## config.mk

```make
export PLATFORM = sky130hd
export DESIGN_NAME = port_function_priority_mux
export DESIGN_NICKNAME = d
export VERILOG_FILES = /design/src/verilog/pin_mux_pkg.sv /design/src/verilog/pad_cell_ctrl.sv /design/src/verilog/port_function_priority_mux.sv
export SDC_FILE = /design/constraint.sdc
export NUM_CORES = 1
export LEC_CHECK = 0
export BUFFER_PORTS_ARGS = -buffer_cell sky130_fd_sc_hd__buf_2
export CORE_AREA = 5 5 185 187
export DETAILED_ROUTE_END_ITERATION = 12
export DIE_AREA = 0 0 190 192
export GPL_ROUTABILITY_DRIVEN = 0
export SLEW_MARGIN = 20
export SYNTH_ARGS = -nofsm -noshare
export SYNTH_HDL_FRONTEND = slang
export SYNTH_HIERARCHICAL = 1
export SYNTH_SLANG_ARGS = --single-unit
```

## constraint.sdc

```tcl
create_clock -name clk -period 2.3 [get_ports clk]
set_clock_uncertainty 0.2 [all_clocks]
set_input_delay 0.46 -clock clk [delete_from_list [all_inputs] [get_ports clk]]
set_output_delay 0.46 -clock clk [all_outputs]
set_load 0.05 [all_outputs]
```

## src/verilog/pin_mux_pkg.sv

```systemverilog
package pin_mux_pkg;
  // function codes of the pin-owner enum, one-hot
  localparam int FUNC_W = 8;
  localparam logic [7:0] OWN_GPIO = 8'h01;
  localparam logic [7:0] OWN_PERIPH_OUT = 8'h02;
  localparam logic [7:0] OWN_PERIPH_IN = 8'h04;
  localparam logic [7:0] OWN_PERIPH_IN_PU = 8'h08;
  localparam logic [7:0] OWN_ANALOG = 8'h10;
  localparam logic [7:0] OWN_DISPLAY = 8'h20;
  localparam logic [7:0] OWN_OPTION = 8'h40;
  // port0 drive-mode value that makes bits 4 and 5 open drain
  localparam logic [7:0] P0_OPEN_DRAIN_BOTH = 8'h30;
  localparam int P0_OD_LO = 4;
  localparam int P0_OD_HI = 5;
  // timer-3 clock-select value for external input
  localparam logic [1:0] TMR3_EXT_CLK = 2'h1;
  // reset value of the latched uart0 transmit ownership
  localparam logic TX0_OWN_RESET = 1'b0;
  typedef enum logic [7:0] {
    O_GPIO = 8'h01,
    O_OUT = 8'h02,
    O_IN = 8'h04,
    O_IN_PU = 8'h08,
    O_ANALOG = 8'h10,
    O_DISP = 8'h20,
    O_OPT = 8'h40
  } owner_t;
endpackage

```

## src/verilog/pad_cell_ctrl.sv

```systemverilog
`timescale 1ns/1ps
module pad_cell_ctrl
  import pin_mux_pkg::*;
(
  // ownership
  input wire owner_t owner,
  input wire logic alt_out,
  input wire logic open_drain,
  // gpio registers
  input wire logic gpio_dir,
  input wire logic gpio_pull,
  input wire logic gpio_data,
  // pad
  output logic pad_oe,
  output logic pad_do,
  output logic pad_pu,
  output logic pad_analog
);
  always_comb begin
    pad_oe = 1'b0;
    pad_do = 1'b0;
    pad_pu = 1'b0;
    pad_analog = 1'b0;
    case (owner)
      O_GPIO: begin
        // data register only reaches the pad while gpio owns it
        pad_oe = gpio_dir & (~open_drain | ~gpio_data);
        pad_do = gpio_data;
        pad_pu = ~gpio_dir & gpio_pull;
      end
      O_OUT: begin
        pad_oe = ~open_drain | ~alt_out;
        pad_do = alt_out;
      end
      O_IN_PU: pad_pu = 1'b1;
      O_ANALOG: pad_analog = 1'b1;
      O_DISP: begin
        pad_oe = 1'b1;
        pad_do = alt_out;
      end
      O_IN, O_OPT: pad_pu = 1'b0;
      default: pad_pu = 1'b0;
    endcase
  end
endmodule

```

## src/verilog/port_function_priority_mux.sv

```systemverilog
`timescale 1ns/1ps
// How it works
// - with no alternate function enabled, a pin is plain gpio.
// - p0.0 is complementary channel-b pwm when unit one and chan b enabled.
// - p0.0-2 become lcd segments 17-19 when lcd chosen and select set.
// - p0.1 is pwm zero channel-b when unit zero and chan b enabled.
// - p0.2/p0.3 are channel-a pwm outputs when unit zero and chan a enabled.
// - p0.3 is timer-4 input with pull-up when run and ext clock set.
// - p0.4 is timer-2 capture/reload input with pull-up per mode conditions.
// - p0.4 feeds irq 0 when enabled and pin is input.
// - p0.5 is timer-2 counter input with pull-up or clock output.
// - p0.5-7 feed irq 1-3 when enabled and pin is input.
// - p0.4/p0.5 drive open drain when drive mode register holds 30h.
// - p1.0-3 feed group irqs when group enable, select, and input.
// - port1 bits are led segments, else lcd segments, when selected.
// - p2.0 is uart0 receive with pull-up when receive enabled.
// - p2.1 becomes uart0 transmit after a write to its buffer.
// - p2.2 is spi slave data in, else uart1 receive with pull-up.
// - p2.5 is pwm fault input when enabled, over slave select.
// - p2.5 is spi slave select with pull-up under master/slave conditions.
// - p3.4-7 go analog when channel, converter-on and select field set.
// - port3 bits become led or lcd commons when select and duty set.
// - p4.4 is reference input, else analog channel 8.
// - p5.3 is buzzer output, else timer-3 input with pull-up.
// - a higher-priority function keeps the pin against lower ones.
// - port data writes never reach a pad owned by a function.
module port_function_priority_mux
  import pin_mux_pkg::*;
(
  // clock and reset
  input wire logic clk,
  input wire logic resetn,
  // gpio registers, 48 bits (6 ports x 8)
  input wire logic [47:0] gpio_dir,
  input wire logic [47:0] gpio_pull,
  input wire logic [47:0] gpio_data,
  // pwm
  input wire logic pwm_unit_zero_en,
  input wire logic pwm_unit_one_en,
  input wire logic chan_a_out_en,
  input wire logic chan_b_out_en,
  input wire logic pwm_comp_chan_b_out,
  input wire logic pwm_zero_chan_b_out,
  input wire logic pwm_comp_chan_a_out,
  input wire logic pwm_zero_chan_a_out,
  input wire logic fault_in_en,
  // display
  input wire logic led_not_lcd_sel,
  input wire logic display_duty,
  input wire logic [2:0] p0_seg_sel,
  input wire logic [7:0] p1_seg_sel,
  input wire logic [7:0] p3_com_sel,
  input wire logic [2:0] p0_seg_data,
  input wire logic [7:0] p1_seg_data,
  input wire logic [7:0] p3_com_data,
  // timers
  input wire logic tmr4_run,
  input wire logic tmr4_ext_clk_sel,
  input wire logic tmr4_clk_out_mode,
  input wire logic tmr4_clk_out,
  input wire logic [1:0] tmr2_mode,
  input wire logic tmr2_ext_event_en,
  input wire logic tmr2_downcount_en,
  input wire logic tmr2_run,
  input wire logic tmr2_counter_sel,
  input wire logic tmr2_clk_out_en,
  input wire logic tmr2_clk_out,
  input wire logic tmr3_run,
  input wire logic [1:0] tmr3_clk_sel,
  // interrupts
  input wire logic [3:0] ext_irq_en,
  input wire logic ext_irq_group_en,
  input wire logic [3:0] irq_line_sel,
  input wire logic [7:0] port0_drive_mode_reg,
  // serial
  input wire logic uart0_rx_en,
  input wire logic uart0_tx_write,
  input wire logic uart0_tx_release,
  input wire logic uart0_txd,
  input wire logic uart1_rx_en,
  input wire logic spi_enable_bit,
  input wire logic spi_master,
  input wire logic spi_phase_bit,
  input wire logic slave_select_disable,
  // analog and buzzer
  input wire logic [3:0] analog_chan_sel,
  input wire logic converter_on,
  input wire logic channel_select_field,
  input wire logic ext_reference_ctrl,
  input wire logic analog_chan8_sel,
  input wire logic buzzer_en,
  input wire logic buzzer_out,
  // option straps
  input wire logic [1:0] osc_pin_opt,
  input wire logic reset_pin_opt,
  // pads
  output logic [47:0] pad_oe,
  output logic [47:0] pad_do,
  output logic [47:0] pad_pu,
  output logic [47:0] pad_analog,
  // alternate-function ownership flags, set for any non-gpio owner
  output logic [47:0] pin_alt_owned
);
  typedef struct packed {
    logic tx0_own;
  } state_t;

  state_t st_reg;
  state_t st_next;
  owner_t owner [48];
  logic [47:0] alt_out;
  logic od45;

  // uart0 transmit takes the pin on a buffer write and holds it until a release
  always_comb begin
    st_next = st_reg;
    if (uart0_tx_write) begin
      st_next.tx0_own = 1'b1;
    end else if (uart0_tx_release) begin
      st_next.tx0_own = 1'b0;
    end
  end

  always_ff @(posedge clk or negedge resetn) begin
    if (!resetn) begin
      st_reg <= '{tx0_own: TX0_OWN_RESET};
    end else begin
      st_reg <= st_next;
    end
  end

  assign od45 = (port0_drive_mode_reg == P0_OPEN_DRAIN_BOTH);

  // each pin walks its list top down; the first hit wins
  always_comb begin
    logic tmr2_capture_reload_in;
    logic ss_use;
    tmr2_capture_reload_in = 1'b0;
    ss_use = 1'b0;
    for (int i = 0; i < 48; i++) begin
      owner[i] = O_GPIO;
      alt_out[i] = 1'b0;
    end
    // port0 bit0..2
    if (pwm_unit_one_en && chan_b_out_en) begin
      owner[0] = O_OUT;
      alt_out[0] = pwm_comp_chan_b_out;
    end else if (!led_not_lcd_sel && p0_seg_sel[0]) begin
      owner[0] = O_DISP;
      alt_out[0] = p0_seg_data[0];
    end
    if (pwm_unit_zero_en && chan_b_out_en) begin
      owner[1] = O_OUT;
      alt_out[1] = pwm_zero_chan_b_out;
    end else if (!led_not_lcd_sel && p0_seg_sel[1]) begin
      owner[1] = O_DISP;
      alt_out[1] = p0_seg_data[1];
    end
    if (pwm_unit_zero_en && chan_a_out_en) begin
      owner[2] = O_OUT;
      alt_out[2] = pwm_comp_chan_a_out;
    end else if (!led_not_lcd_sel && p0_seg_sel[2]) begin
      owner[2] = O_DISP;
      alt_out[2] = p0_seg_data[2];
    end
    // port0 bit3
    if (pwm_unit_zero_en && chan_a_out_en) begin
      owner[3] = O_OUT;
      alt_out[3] = pwm_zero_chan_a_out;
    end else if (tmr4_run && tmr4_ext_clk_sel) begin
      owner[3] = O_IN_PU;
    end else if (tmr4_clk_out_mode) begin
      owner[3] = O_OUT;
      alt_out[3] = tmr4_clk_out;
    end
    // port0 bit4: mode 1 takes either enable, other modes only the external one
    if (tmr2_mode == 2'd1) begin
      tmr2_capture_reload_in = tmr2_downcount_en | tmr2_ext_event_en;
    end else begin
      tmr2_capture_reload_in = tmr2_ext_event_en;
    end
    if (tmr2_capture_reload_in) begin
      owner[4] = O_IN_PU;
    end else if (ext_irq_en[0] && !gpio_dir[4]) begin
      owner[4] = O_IN;
    end
    // port0 bit5
    if (tmr2_run && tmr2_counter_sel) begin
      owner[5] = O_IN_PU;
    end else if (!tmr2_counter_sel && tmr2_clk_out_en) begin
      owner[5] = O_OUT;
      alt_out[5] = tmr2_clk_out;
    end else if (ext_irq_en[1] && !gpio_dir[5]) begin
      owner[5] = O_IN;
    end
    // port0 bit6/7: crystal straps first
    if (osc_pin_opt[1]) begin
      owner[6] = O_OPT;
    end else if (ext_irq_en[2] && !gpio_dir[6]) begin
      owner[6] = O_IN;
    end
    if (osc_pin_opt[1]) begin
      owner[7] = O_OPT;
    end else if (ext_irq_en[3] && !gpio_dir[7]) begin
      owner[7] = O_IN;
    end
    // port1: irq group, then led over lcd
    for (int b = 0; b < 8; b++) begin
      if (b < 4 && ext_irq_group_en && irq_line_sel[b] && !gpio_dir[8+b]) begin
        owner[8+b] = O_IN;
      end else if (p1_seg_sel[b]) begin
        owner[8+b] = O_DISP;
        alt_out[8+b] = p1_seg_data[b];
      end
    end
    // port2
    if (uart0_rx_en) begin
      owner[16] = O_IN_PU;
    end
    if (st_reg.tx0_own) begin
      owner[17] = O_OUT;
      alt_out[17] = uart0_txd;
    end
    if (spi_enable_bit && !spi_master) begin
      owner[18] = (spi_phase_bit && slave_select_disable) ? O_IN_PU : O_IN;
    end else if (uart1_rx_en) begin
      owner[18] = O_IN_PU;
    end
    ss_use = spi_enable_bit &&
      ((spi_master && !slave_select_disable) ||
       (!spi_master && (!spi_phase_bit || !slave_select_disable)));
    if (fault_in_en) begin
      owner[21] = O_IN;
    end else if (ss_use) begin
      owner[21] = O_IN_PU;
    end
    // port3: analog on the upper half, commons below it
    for (int b = 0; b < 8; b++) begin
      if (b >= 4 && analog_chan_sel[b-4] && converter_on && channel_select_field) begin
        owner[24+b] = O_ANALOG;
      end else if (p3_com_sel[b] && display_duty) begin
        owner[24+b] = O_DISP;
        alt_out[24+b] = p3_com_data[b];
      end
    end
    // port4 bit4
    if (ext_reference_ctrl) begin
      owner[36] = O_ANALOG;
    end else if (analog_chan8_sel) begin
      owner[36] = O_ANALOG;
    end
    // port5 crystal and reset straps
    if (osc_pin_opt[0]) begin
      owner[40] = O_OPT;
      owner[41] = O_OPT;
    end
    if (reset_pin_opt) begin
      owner[42] = O_OPT;
    end
    // port5 bit3
    if (buzzer_en) begin
      owner[43] = O_OUT;
      alt_out[43] = buzzer_out;
    end else if (tmr3_run && tmr3_clk_sel == TMR3_EXT_CLK) begin
      owner[43] = O_IN_PU;
    end
  end

  // no register between decode and pad, so an enable acts within one cycle
  genvar g;
  generate
    for (g = 0; g < 48; g++) begin : pads
      pad_cell_ctrl u_pad (
        .owner(owner[g]),
        .alt_out(alt_out[g]),
        .open_drain(od45 && (g == P0_OD_LO || g == P0_OD_HI)),
        .gpio_dir(gpio_dir[g]),
        .gpio_pull(gpio_pull[g]),
        .gpio_data(gpio_data[g]),
        .pad_oe(pad_oe[g]),
        .pad_do(pad_do[g]),
        .pad_pu(pad_pu[g]),
        .pad_analog(pad_analog[g])
      );
      assign pin_alt_owned[g] = (owner[g] != O_GPIO);
    end
  endgenerate
endmodule

```

==> results.toml <==
[setup_path]
end_kind = "output pin"
crit_required_ns = 1.64
critPathArrivalTime_ns = 1.95
start_kind = "primary input"
critPathKind = "in2out"
cp_max_fo = 4

[final_layout]
area_growth_pct = 154.4
final_nets = 3205
layout-drive-gt1-share = 0.3426
largest_register_ffs = 1
utilization = 0.6246
postLayoutCellArea_mm2 = 0.02017
layout_common_cells = "conb_1, buf_2, buf_4"
finalNonFillerCells = 3404
final_common_cell = "conb_1"

[routing]
ant_nets = 0
wl_per_cell_um = 10.73
viasPerCell = 3.761
dr.pass1.iters = 4
drc = 0
vias = 12804
drt_iter0_drc = 236
routed_wl_mm = 36.54

[die]
die_y_um = 192
die_w_um = 190
io_pins = 489
initial_utilization = 0.2456
row_count = 66
core_area_mm2 = 0.03229
die-area_mm2 = 0.03648

[place]
port_buffers = 430
dpl.hpwl_mm = 32.00
placedCellCount = 3374
place_area_mm2 = 0.01794
pre_cts_ws_ns = -0.5241

[logic_synthesis]
synth_cell_types = 40
synth_edf_count = 0
synth_area_mm2 = 0.007929
syn_area_per_cell_um2 = 6.788
synth-warning-count = 6
synth_seq_cells = 1
synthCells = 1168
async_flop_share = 1.000
ys_seq_area_frac = 0.003156
synth_flop_cell = "dfrtp_1"

[run_status]
status = "complete, but fails checks"
violations = "max-slew violations, negative setup slack"

[global_routing]
grt_pass1_wl_mm = 56.56
antenna_found_initial = 13
grt_pass1_vias = 12489
grt_max_degree = 17
grt_util_all_layers = 0.1837
grt.overflow.total = 0

[timing]
setup-violations-final = 41
rsz0062_at_grt = "true"
worst_pin_slew_ns = 2.526
hold_violations = 0
relSlewSlack = -0.7074
fmax_ghz = 0.3825
setup_slack_ns = -0.3146
fin_setup_tns_ns = -4.935
min_period_over_period = 1.137
fin_crit_ns = 2.615
slew_viol_final = 28

[pwr]
p_per_area_mw_per_mm2 = 123.8
leakage_uw = 0.01029
ir_drop_mv = 0.1135

[min_path]
hold_path_class = "in2async"

[clocking]
clk_pin_slew_ns = 0
clock_latency_ns = 0

[flow_run]
max_cap_viol_count = 0
area by class of cell:
class                           count  area [µm²]
Tap cell                          442       553.0
Timing Repair Buffer              621        4765
Antenna cell                        8       20.02
Multi-Input combinational cell   2266       14540
Sequential cell                     1       25.02
Fill cell                        2896       12120
Inverter                           66       262.8
logic make-up (layout without fill, tap and decap cells):
logic type	Yosys count	after routing	synth area share
and+or+nand+nor	727	727	0.5883
other	2	1209	0.0009472
buffers and inverters	100	687	0.06123
DFF	1	1	0.003156
xor gates and xnor gates	42	42	0.04639
muxes	2	2	0.002683
AOI/OAI and AO/OA	294	294	0.2973
stage by stage:
stage,hold slack [ns],total power (µW)
floorplan,-0.03559,1436
global placement,0.03533,2031
detailed placement,0.03987,2059
CTS,0.03987,2274
global route,0.03670,2758
finish,0.03472,2496
critical path, stage by stage:
cell and delay, ns:
buf_8 0.10, nand3b_1 0.18, inv_2 0.08, or4_4 0.42, or2_4 0.26, o32ai_4 0.26
buf_6 0.19
worst paths after layout:
kind / from / to / slack [ns] / cells after the start
max: ext_irq_group_en / pad_oe[11] / -0.31 / 7
min: resetn / st_reg$_DFFE_PN0P_ / 0.03 / 1
max reg2reg: st_reg$_DFFE_PN0P_ / st_reg$_DFFE_PN0P_ / 1.34 / 3
min reg2reg: st_reg$_DFFE_PN0P_ / st_reg$_DFFE_PN0P_ / 0.48 / 3
max in group asynchronous: resetn / st_reg$_DFFE_PN0P_ / 1.78 / 1
min in group clk: uart0_tx_release / st_reg$_DFFE_PN0P_ / 0.45 / 2
power by group:
part	switching, µW	total [µW]	internal (µW)	leakage, µW
logic	1410	2480	1060	0.0103
clock network	0	0.000466	0.000466	0.0000000507
registers	0.621	19.7	19.1	0.0000107
cell usage after synthesis, types with 14 or more instances:
master	n	area (µm²)
nand2_1	84	315.3
o32ai_2	42	683.2
nand3_1	20	100.1
or4_4	43	484.2
nor3b_1	55	412.9
nor4bb_1	84	840.8
nor2_1	87	326.6
and2_1	14	87.58
a21oi_1	57	285.3
nor3_1	96	480.5
and3_1	16	100.1
xor2_1	42	367.9
a21boi_0	84	630.6
nand2b_1	61	381.6
buf_4	29	217.7
nor2b_1	50	312.8
a31oi_1	60	375.4
or2_1	42	262.8
nor4_1	42	262.8
a22oi_1	42	315.3
inv_1	66	247.7
routing by layer:
| layer | track usage | wire [µm] |
|---|---|---|
| met1 | 0.1815 | 12380 |
| met2 | 0.3691 | 19630 |
| met3 | 0.05834 | 3355 |
| met5 | 0 | 88 |
| met4 | 0.04341 | 1087 |
repair_timing:
action,in CTS,in global routing
setup buffers,14,10
resized for setup,337,156
endpoints found under the setup margin,87,89
hold endpoints to repair,0,0
pin swaps,106,45
hold buffers,0,0
Power figures use the tool's default switching activity.
